File: src/common/fpu_move_map.vh
// constants for the float register move unit: opcodes, condition codes,
// flag positions, alignment counts and the register map.
// assumes inclusion by bare name from the design files.
`ifndef FPU_MOVE_MAP_VH
`define FPU_MOVE_MAP_VH

// move operations presented on the issue port
`define OP_FLOAT_TO_PROD    3'h0
`define OP_FLOAT_TO_ACC     3'h1
`define OP_ACC_TO_FLOAT     3'h2
`define OP_PROD_TO_FLOAT    3'h3
`define OP_MEM_COND         3'h4
`define OP_REG_COND         3'h5
`define OP_CONVERT          3'h6
`define OP_NONE             3'h7

// condition codes of move_condition_field
`define COND_NONZERO        4'h0
`define COND_ZERO           4'h1
`define COND_POSITIVE       4'h2
`define COND_NONNEGATIVE    4'h3
`define COND_NEGATIVE       4'h4
`define COND_NONPOSITIVE    4'h5
`define COND_TEST_SET       4'ha
`define COND_TEST_CLEAR     4'hb
`define COND_LATCHED_UF     4'hc
`define COND_LATCHED_OF     4'hd
`define COND_ALWAYS         4'he
`define COND_ALWAYS_FLAGS   4'hf

// fpu_status_register bit positions
`define FLAG_OVERFLOW       0
`define FLAG_UNDERFLOW      1
`define FLAG_NEG            2
`define FLAG_ZERO           3
`define FLAG_INT_NEG        4
`define FLAG_INT_ZERO       5
`define FLAG_TEST           6
`define FLAG_W              7
`define FLAG_RESET          7'h00

// result fields looked at by the flag update
`define SIGN_BIT            31
`define EXP_HI              30
`define EXP_LO              23

// alignment counts in cycles
`define ALIGN_ONE_CYCLE_OP  3'h1
`define ALIGN_TWO_CYCLE_OP  3'h2
`define ALIGN_HOST_TO_FLOAT 3'h4

// register map, byte addresses
`define ADDR_CTRL           5'h00
`define ADDR_FLAGS          5'h04
`define ADDR_EVT_STAT       5'h08
`define ADDR_EVT_MASK       5'h0c
`define ADDR_PENDING        5'h10
`define EVT_W               6
`define EVT_MOVE_DONE       0
`define EVT_COND_FALSE      1
`define EVT_RESERVED        2
`define EVT_ALIGN           3
`define EVT_CONVERT_SHADOW  4
`define EVT_USE_EARLY       5
`define RESP_OKAY           2'h0
`define RESP_SLVERR         2'h2

`endif

File: src/hw/fpu_register_move_unit.v
// float register move unit: moves between eight float registers and the
// host product register and accumulator, conditional moves from memory
// and register to register, status flags, alignment checks, AXI4-Lite.
// assumes the host core issues at most one move per cycle on aclk and
// honours the alignment delays; violations are only reported.
`include "fpu_move_map.vh"
module fpu_register_move_unit #(
    parameter DATA_W = 32,
    parameter IDX_W  = 3,
    parameter NREG   = 8
) (
    input  wire              aclk,
    input  wire              aresetn,
    // issue port from the host pipeline
    input  wire              instr_valid,
    input  wire [2:0]        instr_op,
    input  wire              cond_given,
    input  wire [3:0]        move_condition_field,
    input  wire [IDX_W-1:0]  fpu_dest_reg,
    input  wire [IDX_W-1:0]  fpu_src_reg,
    input  wire [DATA_W-1:0] memory_operand_word,
    input  wire [DATA_W-1:0] host_acc_in,
    input  wire [DATA_W-1:0] host_prod_in,
    // arithmetic units report issue of results into float registers
    input  wire              arith_issue,
    input  wire              arith_two_cycle,
    input  wire [IDX_W-1:0]  arith_dest,
    input  wire              arith_flags_we,
    input  wire [6:0]        arith_flags,
    // results toward the host core
    output reg  [DATA_W-1:0] host_prod_out,
    output reg               host_prod_we,
    output reg  [DATA_W-1:0] host_acc_out,
    output reg               host_acc_we,
    output wire [6:0]        fpu_status_register,
    output wire [NREG-1:0]   reg_pending,
    output wire              irq,
    // AXI4-Lite slave
    input  wire [4:0]        s_axi_awaddr,
    input  wire              s_axi_awvalid,
    output wire              s_axi_awready,
    input  wire [31:0]       s_axi_wdata,
    input  wire [3:0]        s_axi_wstrb,
    input  wire              s_axi_wvalid,
    output wire              s_axi_wready,
    output reg  [1:0]        s_axi_bresp,
    output reg               s_axi_bvalid,
    input  wire              s_axi_bready,
    input  wire [4:0]        s_axi_araddr,
    input  wire              s_axi_arvalid,
    output wire              s_axi_arready,
    output reg  [31:0]       s_axi_rdata,
    output reg  [1:0]        s_axi_rresp,
    output reg               s_axi_rvalid,
    input  wire              s_axi_rready
);

    // condition evaluation, shared by both conditional moves
    function cond_true;
        input [3:0] code;
        input [6:0] f;
        begin
            case (code)
                `COND_NONZERO:      cond_true = !f[`FLAG_ZERO];
                `COND_ZERO:         cond_true = f[`FLAG_ZERO];
                `COND_POSITIVE:     cond_true = !f[`FLAG_ZERO] && !f[`FLAG_NEG];
                `COND_NONNEGATIVE:  cond_true = !f[`FLAG_NEG];
                `COND_NEGATIVE:     cond_true = f[`FLAG_NEG];
                `COND_NONPOSITIVE:  cond_true = f[`FLAG_ZERO] && f[`FLAG_NEG];
                `COND_TEST_SET:     cond_true = f[`FLAG_TEST];
                `COND_TEST_CLEAR:   cond_true = !f[`FLAG_TEST];
                `COND_LATCHED_UF:   cond_true = f[`FLAG_UNDERFLOW];
                `COND_LATCHED_OF:   cond_true = f[`FLAG_OVERFLOW];
                `COND_ALWAYS:       cond_true = 1'b1;
                `COND_ALWAYS_FLAGS: cond_true = 1'b1;
                default:            cond_true = 1'b0; // reserved codes never move
            endcase
        end
    endfunction

    // reserved codes 6..9 are reported and treated as false
    function cond_reserved;
        input [3:0] code;
        begin
            cond_reserved = (code > `COND_NONPOSITIVE) && (code < `COND_TEST_SET);
        end
    endfunction

    // does this operation read a float register as its source
    function reads_float;
        input [2:0] op;
        begin
            reads_float = (op == `OP_FLOAT_TO_PROD) || (op == `OP_FLOAT_TO_ACC) ||
                          (op == `OP_REG_COND);
        end
    endfunction

    // ---------------- control and status state ----------------
    reg              enable_r;
    reg [6:0]        flags_r;
    reg [6:0]        flags_nxt;
    reg [`EVT_W-1:0] evt_stat_r;
    reg [`EVT_W-1:0] evt_mask_r;
    reg [`EVT_W-1:0] evt_set;

    // issue stage, registered into the execute stage
    reg              ex_valid_r;
    reg [2:0]        ex_op_r;
    reg [3:0]        ex_cond_r;
    reg [IDX_W-1:0]  ex_dest_r;
    reg [DATA_W-1:0] ex_word_r;

    wire [DATA_W-1:0] rd_src_data;
    wire [DATA_W-1:0] rd_dst_data;
    reg               rf_we;
    reg  [DATA_W-1:0] rf_wdata;

    wire            take = instr_valid && enable_r;
    // no condition given means the flag-modifying unconditional code
    wire [3:0]      eff_cond = cond_given ? move_condition_field : `COND_ALWAYS_FLAGS;

    // ---------------- alignment tracking per register ----------------
    // each register carries a count of cycles before it may be read; the
    // host is trusted to wait, the unit only flags a read made too early
    reg  [2:0]      wait_cnt_r [0:NREG-1];
    reg  [2:0]      host_shadow_r;
    wire [NREG-1:0] busy;
    genvar g;
    generate
        for (g = 0; g < NREG; g = g + 1) begin : align_track
            wire host_load = take && (instr_op == `OP_ACC_TO_FLOAT ||
                             instr_op == `OP_PROD_TO_FLOAT) && fpu_dest_reg == g;
            wire arith_load = arith_issue && arith_dest == g;
            always @(posedge aclk) begin
                if (!aresetn) begin
                    wait_cnt_r[g] <= 3'h0;
                end else if (host_load) begin
                    wait_cnt_r[g] <= `ALIGN_HOST_TO_FLOAT;
                end else if (arith_load) begin
                    wait_cnt_r[g] <= arith_two_cycle ? `ALIGN_TWO_CYCLE_OP
                                                     : `ALIGN_ONE_CYCLE_OP;
                end else if (wait_cnt_r[g] != 3'h0) begin
                    wait_cnt_r[g] <= wait_cnt_r[g] - 3'h1;
                end
            end
            assign busy[g] = wait_cnt_r[g] != 3'h0;
        end
    endgenerate
    assign reg_pending = busy;

    // conversion shadow: four cycles after any host-to-float copy
    always @(posedge aclk) begin
        if (!aresetn) begin
            host_shadow_r <= 3'h0;
        end else if (take && (instr_op == `OP_ACC_TO_FLOAT ||
                              instr_op == `OP_PROD_TO_FLOAT)) begin
            host_shadow_r <= `ALIGN_HOST_TO_FLOAT;
        end else if (host_shadow_r != 3'h0) begin
            host_shadow_r <= host_shadow_r - 3'h1;
        end
    end

    // ---------------- issue to execute register ----------------
    always @(posedge aclk) begin
        if (!aresetn) begin
            ex_valid_r <= 1'b0;
            ex_op_r    <= `OP_NONE;
            ex_cond_r  <= `COND_ALWAYS_FLAGS;
            ex_dest_r  <= {IDX_W{1'b0}};
            ex_word_r  <= {DATA_W{1'b0}};
        end else begin
            ex_valid_r <= take;
            ex_op_r    <= take ? instr_op : `OP_NONE;
            ex_cond_r  <= eff_cond;
            ex_dest_r  <= fpu_dest_reg;
            // the word to be written is chosen now; register reads land
            // in the execute stage straight from the register file
            case (instr_op)
                `OP_ACC_TO_FLOAT:  ex_word_r <= host_acc_in;
                `OP_PROD_TO_FLOAT: ex_word_r <= host_prod_in;
                default:           ex_word_r <= memory_operand_word;
            endcase
        end
    end

    // source register read in the issue cycle, data in the execute cycle
    fpu_reg_file #(
        .DATA_W (DATA_W),
        .IDX_W  (IDX_W)
    ) u_regs (
        .aclk      (aclk),
        .aresetn   (aresetn),
        .we        (rf_we),
        .wr_idx    (ex_dest_r),
        .wr_data   (rf_wdata),
        .rd_a_idx  (fpu_src_reg),
        .rd_b_idx  (fpu_dest_reg),
        .rd_a_data (rd_src_data),
        .rd_b_data (rd_dst_data)
    );

    // ---------------- execute: condition, write, flags ----------------
    wire            ex_cond_op = ex_op_r == `OP_MEM_COND || ex_op_r == `OP_REG_COND;
    wire            ex_hit     = cond_true(ex_cond_r, flags_r);
    wire [DATA_W-1:0] ex_result = (ex_op_r == `OP_REG_COND) ? rd_src_data : ex_word_r;

    always @* begin
        rf_we     = 1'b0;
        rf_wdata  = ex_result;
        flags_nxt = flags_r;
        // arithmetic units own the flags in cycles without a flag move
        if (arith_flags_we)
            flags_nxt = arith_flags;
        if (ex_valid_r) begin
            case (ex_op_r)
                `OP_ACC_TO_FLOAT, `OP_PROD_TO_FLOAT: begin
                    rf_we = 1'b1;
                end
                `OP_MEM_COND, `OP_REG_COND: begin
                    rf_we = ex_hit;
                    // only the flag-modifying code touches the four result
                    // flags; test and latched flags are never written here
                    if (ex_cond_r == `COND_ALWAYS_FLAGS) begin
                        flags_nxt[`FLAG_NEG]      = ex_result[`SIGN_BIT];
                        flags_nxt[`FLAG_ZERO]     = 1'b0;
                        if (ex_result[`EXP_HI:`EXP_LO] == 8'h00) begin
                            flags_nxt[`FLAG_ZERO] = 1'b1;
                            flags_nxt[`FLAG_NEG]  = 1'b0;
                        end
                        flags_nxt[`FLAG_INT_NEG]  = ex_result[`SIGN_BIT];
                        flags_nxt[`FLAG_INT_ZERO] = ex_result == {DATA_W{1'b0}};
                    end
                end
                default: begin
                    rf_we = 1'b0;
                end
            endcase
        end
    end

    always @(posedge aclk) begin
        if (!aresetn)
            flags_r <= `FLAG_RESET;
        else
            flags_r <= flags_nxt;
    end
    assign fpu_status_register = flags_r;

    // copies toward the host: full word, flags untouched, one-cycle strobe
    always @(posedge aclk) begin
        if (!aresetn) begin
            host_prod_out <= {DATA_W{1'b0}};
            host_prod_we  <= 1'b0;
            host_acc_out  <= {DATA_W{1'b0}};
            host_acc_we   <= 1'b0;
        end else begin
            host_prod_we <= ex_valid_r && ex_op_r == `OP_FLOAT_TO_PROD;
            host_acc_we  <= ex_valid_r && ex_op_r == `OP_FLOAT_TO_ACC;
            if (ex_valid_r && ex_op_r == `OP_FLOAT_TO_PROD)
                host_prod_out <= rd_src_data;
            if (ex_valid_r && ex_op_r == `OP_FLOAT_TO_ACC)
                host_acc_out  <= rd_src_data;
        end
    end

    // ---------------- events ----------------
    // the destination port read is kept only to show the value the host
    // would lose; the unit does not use it for decisions
    always @* begin
        evt_set = {`EVT_W{1'b0}};
        evt_set[`EVT_MOVE_DONE]  = ex_valid_r && ex_op_r != `OP_CONVERT &&
                                   ex_op_r != `OP_NONE && (!ex_cond_op || ex_hit);
        evt_set[`EVT_COND_FALSE] = ex_valid_r && ex_cond_op && !ex_hit;
        evt_set[`EVT_RESERVED]   = ex_valid_r && ex_cond_op && cond_reserved(ex_cond_r);
        evt_set[`EVT_ALIGN]      = take && (instr_op == `OP_FLOAT_TO_PROD ||
                                   instr_op == `OP_FLOAT_TO_ACC) && busy[fpu_src_reg];
        evt_set[`EVT_CONVERT_SHADOW] = take && instr_op == `OP_CONVERT &&
                                       host_shadow_r != 3'h0;
        evt_set[`EVT_USE_EARLY]  = take && instr_op == `OP_REG_COND &&
                                   busy[fpu_src_reg];
    end

    // ---------------- AXI4-Lite slave ----------------
    // address and data are taken together; a write waits until both are
    // offered and the previous response has gone
    wire wr_take = s_axi_awvalid && s_axi_wvalid && !s_axi_bvalid;
    wire rd_take = s_axi_arvalid && !s_axi_rvalid;
    assign s_axi_awready = wr_take;
    assign s_axi_wready  = wr_take;
    assign s_axi_arready = !s_axi_rvalid;

    wire wr_map = s_axi_awaddr == `ADDR_CTRL || s_axi_awaddr == `ADDR_EVT_STAT ||
                  s_axi_awaddr == `ADDR_EVT_MASK || s_axi_awaddr == `ADDR_FLAGS ||
                  s_axi_awaddr == `ADDR_PENDING;
    wire wr_ctrl = wr_take && s_axi_awaddr == `ADDR_CTRL && s_axi_wstrb[0];
    wire wr_stat = wr_take && s_axi_awaddr == `ADDR_EVT_STAT && s_axi_wstrb[0];
    wire wr_mask = wr_take && s_axi_awaddr == `ADDR_EVT_MASK && s_axi_wstrb[0];

    // control and mask registers; writing a one clears a status bit,
    // but an event in the same cycle keeps it set
    always @(posedge aclk) begin
        if (!aresetn) begin
            enable_r   <= 1'b1;
            evt_mask_r <= {`EVT_W{1'b0}};
            evt_stat_r <= {`EVT_W{1'b0}};
        end else begin
            if (wr_ctrl)
                enable_r <= s_axi_wdata[0];
            if (wr_mask)
                evt_mask_r <= s_axi_wdata[`EVT_W-1:0];
            evt_stat_r <= (evt_stat_r & ~(wr_stat ? s_axi_wdata[`EVT_W-1:0]
                                                  : {`EVT_W{1'b0}})) | evt_set;
        end
    end
    assign irq = |(evt_stat_r & evt_mask_r);

    // write response, one cycle after the take
    always @(posedge aclk) begin
        if (!aresetn) begin
            s_axi_bvalid <= 1'b0;
            s_axi_bresp  <= `RESP_OKAY;
        end else if (wr_take) begin
            s_axi_bvalid <= 1'b1;
            s_axi_bresp  <= wr_map ? `RESP_OKAY : `RESP_SLVERR;
        end else if (s_axi_bready) begin
            s_axi_bvalid <= 1'b0;
        end
    end

    // read data, one cycle after the take; unmapped reads return zero
    always @(posedge aclk) begin
        if (!aresetn) begin
            s_axi_rvalid <= 1'b0;
            s_axi_rdata  <= 32'h0000_0000;
            s_axi_rresp  <= `RESP_OKAY;
        end else if (rd_take) begin
            s_axi_rvalid <= 1'b1;
            s_axi_rresp  <= `RESP_OKAY;
            case (s_axi_araddr)
                `ADDR_CTRL:     s_axi_rdata <= {31'h0, enable_r};
                `ADDR_FLAGS:    s_axi_rdata <= {25'h0, flags_r};
                `ADDR_EVT_STAT: s_axi_rdata <= {26'h0, evt_stat_r};
                `ADDR_EVT_MASK: s_axi_rdata <= {26'h0, evt_mask_r};
                `ADDR_PENDING:  s_axi_rdata <= {24'h0, busy};
                default: begin
                    s_axi_rdata <= 32'h0000_0000;
                    s_axi_rresp <= `RESP_SLVERR;
                end
            endcase
        end else if (s_axi_rready) begin
            s_axi_rvalid <= 1'b0;
        end
    end

    // rd_dst_data is a spare read port kept for debug visibility only
    wire unused_dst = ^rd_dst_data;
endmodule

File: src/hw/fpu_reg_file.v
// eight-entry float register file, one write port, two read ports.
// assumes one clock; read data come from flip-flops one cycle after the
// address, and a write to the address being read is forwarded.
module fpu_reg_file #(
    parameter DATA_W = 32,
    parameter IDX_W  = 3
) (
    input  wire              aclk,
    input  wire              aresetn,
    input  wire              we,
    input  wire [IDX_W-1:0]  wr_idx,
    input  wire [DATA_W-1:0] wr_data,
    input  wire [IDX_W-1:0]  rd_a_idx,
    input  wire [IDX_W-1:0]  rd_b_idx,
    output reg  [DATA_W-1:0] rd_a_data,
    output reg  [DATA_W-1:0] rd_b_data
);
    reg [DATA_W-1:0] mem [0:(1<<IDX_W)-1];
    integer i;

    // storage; reset clears every entry so reads are never unknown
    always @(posedge aclk) begin
        if (!aresetn) begin
            for (i = 0; i < (1<<IDX_W); i = i + 1)
                mem[i] <= {DATA_W{1'b0}};
        end else if (we) begin
            mem[wr_idx] <= wr_data;
        end
    end

    // registered reads with write forwarding, so back-to-back moves see
    // the value just written rather than the stale entry
    always @(posedge aclk) begin
        if (!aresetn) begin
            rd_a_data <= {DATA_W{1'b0}};
            rd_b_data <= {DATA_W{1'b0}};
        end else begin
            rd_a_data <= (we && wr_idx == rd_a_idx) ? wr_data : mem[rd_a_idx];
            rd_b_data <= (we && wr_idx == rd_b_idx) ? wr_data : mem[rd_b_idx];
        end
    end
endmodule

File: config.mk
export PLATFORM = sky130hd
export DESIGN_NAME = fpu_register_move_unit
export DESIGN_NICKNAME = d
export VERILOG_FILES = /design/src/hw/fpu_register_move_unit.v /design/src/hw/fpu_reg_file.v
export VERILOG_INCLUDE_DIRS = /design/src /design/src/common
export SDC_FILE = /design/constraint.sdc
export NUM_CORES = 1
export LEC_CHECK = 0
export BUFFER_PORTS_ARGS = -buffer_cell sky130_fd_sc_hd__buf_4
export CORE_MARGIN = 5
export CORE_UTILIZATION = 47
export DETAILED_ROUTE_END_ITERATION = 10
export PLACE_DENSITY = 0.79
export SYNTH_ARGS = -nofsm -noshare
export SYNTH_HDL_FRONTEND = slang
export SYNTH_SLANG_ARGS = --single-unit
File: constraint.sdc
create_clock -name aclk -period 5.5 [get_ports aclk]
set_input_delay 0.55 -clock aclk [delete_from_list [all_inputs] [get_ports aclk]]
set_output_delay 0.55 -clock aclk [all_outputs]
set_load 0.02 [all_outputs]
Yosys cells after proc, flatten, opt, wreduce, memory -nomap -nowiden
Memory sizes are Yosys's and may differ from the RTL's. A register that Yosys moved wholly into a read port is not among the register bits.
Index checks and enable logic that the tools add are counted.
{ "totals": {"reg_bits": 170, "ramBits": 280, "input_bits": 177, "output_inout_bits": 123, "wordCells": 349, "memories": 2} }
{ "classes": {"n_addsub": 9, "n_lt_le_gt_ge": 3, "eq_ne": 45, "n_mux": 150, "bitwise": 29, "reduce_logical": 90} }
{ "memory_table": {"columns": ["name", "words", "width", "rd", "rd_clocked_by_memory_dff", "write_ports", "line_no", "text"], "rows": [
  ["u_regs.mem", 8, 32, 1, 1, 8, "fpu_reg_file.v:18", "reg [DATA_W-1:0] mem [0:(1<<IDX_W)-1];"],
  ["wait_cnt_r", 8, 3, 8, 0, 8, "fpu_register_move_unit.v:125", "reg [2:0] wait_cnt_r [0:NREG-1];"]
]} }
{ "op_table": {"columns": ["op", "n"], "rows": [
  ["1-bit two-way mux", 107],
  ["3-bit two-way mux", 27],
  ["32-bit two-way mux", 2],
  ["32-bit one-hot mux with 2 select lines", 1],
  ["1-bit logical AND", 44],
  ["8-bit one-hot mux with 5 select lines", 1],
  ["3-bit == test, second input constant", 12],
  ["32-bit zero test", 1],
  ["32-bit OR reduction", 1],
  ["3-bit nonzero test", 9],
  ["3-bit by 1-bit subtractor with 3-bit output, second input constant", 9],
  ["3-bit by 2-bit == test with 1-bit output, second input constant", 8],
  ["4-bit == test, second input constant", 6],
  ["1-bit bitwise OR", 24],
  ["5-bit by 4-bit == test with 1-bit output, second input constant", 4],
  ["6-bit bitwise AND", 2],
  ["3-bit by 1-bit == test with 1-bit output, second input constant", 4],
  ["3-bit zero test", 4],
  ["4-bit two-way mux", 3],
  ["6-bit two-way mux", 2],
  ["1-bit one-hot mux with 11 select lines", 1],
  ["5-bit by 3-bit == test with 1-bit output, second input constant", 2],
  ["5-bit == test, second input constant", 2],
  ["5-bit zero test", 2],
  ["22 further kinds", 48]
]} }

Logic depth before layout (Yosys ltp)
{ "logic_depth": {"ltp_word": 10, "mapped_depth": 10, "mapped_depth_nobuf": 8} }

Hierarchy
A second synthesis with hierarchy kept.
{ "unflattened": {"cells_unflattened": 1934, "hier_area_um2": 23507.5} }
{ "modules_own_cells": {"columns": ["mod", "n_inst", "cells_per_inst", "area_per_inst_um2", "seq_area_each_um2"], "rows": [
  ["fpu_reg_file", 1, 1008, 15442.3, 8968.6],
  ["fpu_register_move_unit", 1, 926, 8065.2, 3603.5]
]} }

Least setup slack after synthesis
Ideal clock, no wire load.
{ "synth_timing": {"path_kind": "register -> register", "startpoint": "reg flags_r[3] (netlist: fpu_status_register[3])", "endpoint": "mem u_regs.mem[0][0] (enable)", "setup_ns": 0.389, "arrival_ns": 2.472, "t_required_ns": 5.111, "slack_ns": 2.639, "stages_incl_launch_ff": 9, "n_path_buf": 2, "synth_period_minus_slack_ns": 2.861, "path_cell_list": "dfxtp_1 -> nor4bb_1 -> a211oi_1 -> o221ai_1 -> o211a_1 -> buf_6 -> o2111ai_2 -> buf_2 -> nand2_1"} }
{ "synth_lines": {"columns": ["element", "line_no", "text"], "rows": [
  ["start: declaration", "fpu_register_move_unit.v:100", "reg [6:0] flags_r;"],
  ["start signal: assignment", "fpu_register_move_unit.v:243", "flags_r <= `FLAG_RESET;"],
  ["start signal: assignment", "fpu_register_move_unit.v:245", "flags_r <= flags_nxt;"],
  ["end: declaration", "fpu_reg_file.v:18", null]
]} }

Worst setup path after layout
{ "layout_timing": {"startpoint": "reg ex_op_r[2]", "endpoint": "reg flags_r[5] (netlist: fpu_status_register[5])"} }
{ "layout_between": {"elab_chain_cells": 6, "elab_cells_between_ends": 8, "cone_classes": "2 x eq/ne; 4 x mux; 2 x reduce/logical"} }
{ "layout_lines": {"columns": ["element", "line_no", "text"], "rows": [
  ["start: declaration", "fpu_register_move_unit.v:108", "reg [2:0] ex_op_r;"],
  ["start signal: assignment", "fpu_register_move_unit.v:167", "ex_op_r <= `OP_NONE;"],
  ["start signal: assignment", "fpu_register_move_unit.v:173", "ex_op_r <= take ? instr_op : `OP_NONE;"],
  ["3-bit == test", "fpu_register_move_unit.v:215", "case (ex_op_r)"],
  ["32-bit two-way mux", "fpu_register_move_unit.v:205", "wire [DATA_W-1:0] ex_result = (ex_op_r == `OP_REG_COND) ? rd_src_data : ex_word_r;"],
  ["32-bit zero test", "fpu_register_move_unit.v:231", "flags_nxt[`FLAG_INT_ZERO] = ex_result == {DATA_W{1'b0}};"],
  ["4-bit two-way mux", "fpu_register_move_unit.v:223", "if (ex_cond_r == `COND_ALWAYS_FLAGS) begin"],
  ["4-bit two-way mux *", "fpu_register_move_unit.v:215", null],
  ["4-bit two-way mux *", "fpu_register_move_unit.v:214", "if (ex_valid_r) begin"]
]} }
Every way passes the cells marked *; elsewhere a longest branch is shown, timed or not.
A chain may end at the register's enable or synchronous reset.

==> results.json <==
{
  "seq_area_frac_synth": 0.5928,
  "rsz0062_at_grt": "no",
  "cp_slowest_stage_delay_ps": 1030,
  "cts_tree": "yes",
  "worstMarginPinSlew_ps": 1150,
  "fin_worst_skew_ps": 24.92,
  "antenna_found_initial": 0,
  "first_pass_iters": 7,
  "worst_slack_ps": 1872,
  "synth_edf_count": 280,
  "start_util": 0.4777,
  "die-area_um2": 47060,
  "internal_power_uw": 6245,
  "power_frac_comb": 0.141,
  "fillers": 3319,
  "holdBufCountCts": 0,
  "critical_path_class": "reg2reg",
  "crit_path_end_kind": "register",
  "async_reset_ff_frac": 0,
  "cts_setup_buffers": 0,
  "clk_latency_ps": 560,
  "fin_crit_sh": 0.6597,
  "fp.dieH_um": 216.9,
  "clock_sinks": 456,
  "h-tree-depth": 2,
  "fin_nets": 2128,
  "p_clk_frac": 0.384,
  "cts_root_buf": "clkbuf_16",
  "grt_pass1_wl_mm": 86.94,
  "grt_pass1_vias": 15098,
  "routed_wirelength_mm": 57.31,
  "critical_path.max_fanout": 34,
  "synth_area_leaders": "edfxtp_1 (42%), dfxtp_1 (18%), mux4_2 (7.4%)",
  "hold_violations": 0,
  "drc": 0,
  "max_slew_margin": 0.2259,
  "coreArea_um2": 42130,
  "yosys_warnings": 0,
  "vias": 14817,
  "gp_congestion": 0.8954,
  "path_clk_slew_ps": 60,
  "drtIter0Drc": 1752,
  "grt_overflow_total": 0,
  "sequentialPowerShare": 0.474,
  "n_antenna_cell": 0,
  "status": "complete, no violations",
  "critPathSlowestCell": "nor4_1",
  "synth_area_leader_cell": "edfxtp_1",
  "slew_violations": 0,
  "ant_nets": 0,
  "timing.critical_path.buf_inv": 1,
  "avgSynthCellArea_um2": 11.64,
  "place_ws_ps": 2127,
  "num_rows": 75,
  "min_path_type": "in2reg",
  "clockBufferDepth": 3,
  "fin_tns_setup_ps": 0,
  "power.density_nw_per_um2": 351.1,
  "grt_max_degree": 65,
  "ctsResizeCount": 0,
  "syn_inst": 1729,
  "ys_seq_elements": 456,
  "cp.required_ps": 5990,
  "synth_flop_cell": "edfxtp_1",
  "critPathTopFamily": "simple AND/OR/NAND/NOR gates",
  "critPathLaunchType": "register",
  "p_leak_uw": 0.009079,
  "io-pin-count": 300,
  "setup_violations": 0,
  "cts-buffers-inserted": 46,
  "cap_violations": 0,
  "drive_gt1_frac": 0.2401,
  "hpwlAfterDp_mm": 36.39,
  "dieWidth_um": 216.9,
  "fin_crit_ps": 3628,
  "ys_types": 60,
  "vdd_drop_max_v": 0.0002478,
  "port_buffers": 244,
  "via_per_inst": 5.906,
  "grt_use_total": 0.2357,
  "yosysTopAreaCellShare": 0.4178,
  "p_sw_uw": 2121,
  "area_growth_pct": 18.38,
  "crit_arrival_ps": 4120,
  "synth_area_um2": 20130,
  "power_switching_share": 0.2535,
  "drt-wirelength-per-cell_um": 22.84,
  "clock.fmax_mhz": 275.6,
  "crit_chain": "nand3b_1, buf_4, mux2i_1, nand4_1, nor4_1, a32o_1"
}
## path summary, 6_finish.rpt
check	slack (ps)	from	end	cells after the start
min reg2reg	460	host_prod_out[16]$_SDFFE_PN0P_	host_prod_out[16]$_SDFFE_PN0P_	2
min	190	move_condition_field[2]	cond_reserved.code[2]$_SDFF_PN1_	2
max reg2reg	1870	ex_op_r[2]$_SDFF_PN1_	fpu_status_register[5]$_SDFF_PN0_	6
max	1870	ex_op_r[2]$_SDFF_PN1_	fpu_status_register[5]$_SDFF_PN0_	6
## area by class of cell
class	count	area, um^2	share of cell area
Sequential cell	456	11930	0.5008
Multi-Input combinational cell	1115	7448	0.3126
Timing Repair Buffer	275	2064	0.08665
Clock buffer	65	1326	0.05567
Tap cell	539	674.4	0.02831
Clock inverter	21	235.2	0.009873
Inverter	38	145.1	0.006092
## placed cells by master, fill, tap and decap left out, types with 4 or more instances in the layout
master,synthesis,layout
nor2_1,335,335
edfxtp_1,280,280
buf_4,28,275
nand2_1,237,233
dfxtp_1,176,176
a21oi_1,81,81
mux2i_1,75,75
mux4_2,66,66
clkbuf_16,0,49
inv_1,38,37
a211oi_1,36,36
mux2_2,34,34
o221a_1,32,32
conb_1,1,26
ha_1,19,19
o22ai_1,17,17
nand3_1,13,13
o21ai_0,12,12
clkbuf_1,65,12
nor2b_1,10,9
clkinv_2,0,9
nand4_1,8,8
a22oi_1,8,8
xnor2_1,8,8
nand2b_1,7,7
nor4_1,7,7
nor3_1,7,6
and3_1,5,5
o32ai_1,5,5
or2_2,5,5
a222oi_1,5,5
a21o_1,5,5
bufinv_16,0,5
and2_1,4,4
o2111ai_2,4,4
o21ai_2,4,4
nand2_2,0,4
xor2_1,4,4
clkinv_1,0,4
clkbuf_8,0,4
## power groups by stage
stage | combinational (uW) | sequential, uW | clock (uW)
finish | 1180 | 3970 | 3220
global route | 1280 | 3980 | 3390
CTS | 1180 | 3960 | 3240
detailed placement | 1170 | 4030 | 0
global placement | 1120 | 4020 | 0
floorplan | 765 | 3990 | 0
## Yosys cell counts, types with 7 or more instances
cell      number
clkbuf_1      65
o221a_1       32
a21oi_1       81
dfxtp_1      176
inv_1         38
o21ai_0       12
ha_1          19
mux4_2        66
xnor2_1        8
nor3_1         7
nand4_1        8
o22ai_1       17
a22oi_1        8
buf_1          9
nor2b_1       10
nand2b_1       7
mux2_2        34
nor2_1       335
nor4_1         7
mux2i_1       75
nand3_1       13
nand2_1      237
a211oi_1      36
buf_4         28
edfxtp_1     280
buf_2         37
## flip-flops by register name, indices dropped and copies added (netlist names), 3 cells and up
register	count
cond_reserved.code	4
evt_mask_r	6
evt_stat_r	6
ex_dest_r	3
ex_op_r	3
ex_word_r	32
fpu_status_register	7
host_acc_out	32
host_prod_out	32
host_shadow_r	3
s_axi_rdata	8
u_regs.mem	256
u_regs.rd_a_data	32
wait_cnt_r	24
## per-layer routing
layer,GRT usage,share of wire,vias up
met3,0.05934,0.11,143
li1,-,-,6572
met4,0.08447,0.039,0
met1,0.2951,0.37,7228
met2,0.4005,0.49,874
met5,0,0,-
## through the flow
stage	hold WS (ps)	utilization	cell area, um^2	instances	total power (uW)
2_1_floorplan	444.5	-	20220	1754	4752
3_3_place_gp	441.7	0.5284	22260	2423	5138
3_5_place_dp	447.2	0.5284	22260	2423	5199
4_1_cts	171.2	0.5655	23830	2509	8382
5_1_grt	181.5	0.5655	23830	2509	8655
6_report	187.7	0.5655	23830	2509	8366
## cells by family (layout without fill, tap and decap cells)
kind of cell               count (synthesis)  count (layout)  synth area share
AOI/OAI and AO/OA                        227             227           0.08218
and+or+nand+nor                          654             654            0.1327
DFF                                      456             456            0.5928
adders and majority gates                 19              19           0.01181
buffers and inverters                    183             399           0.04358
muxes                                    177             177            0.1315
xor gates and xnor gates                  12              12          0.005222
other                                      1              26         0.0001863
Note: power is estimated with default switching activity, not from simulation.
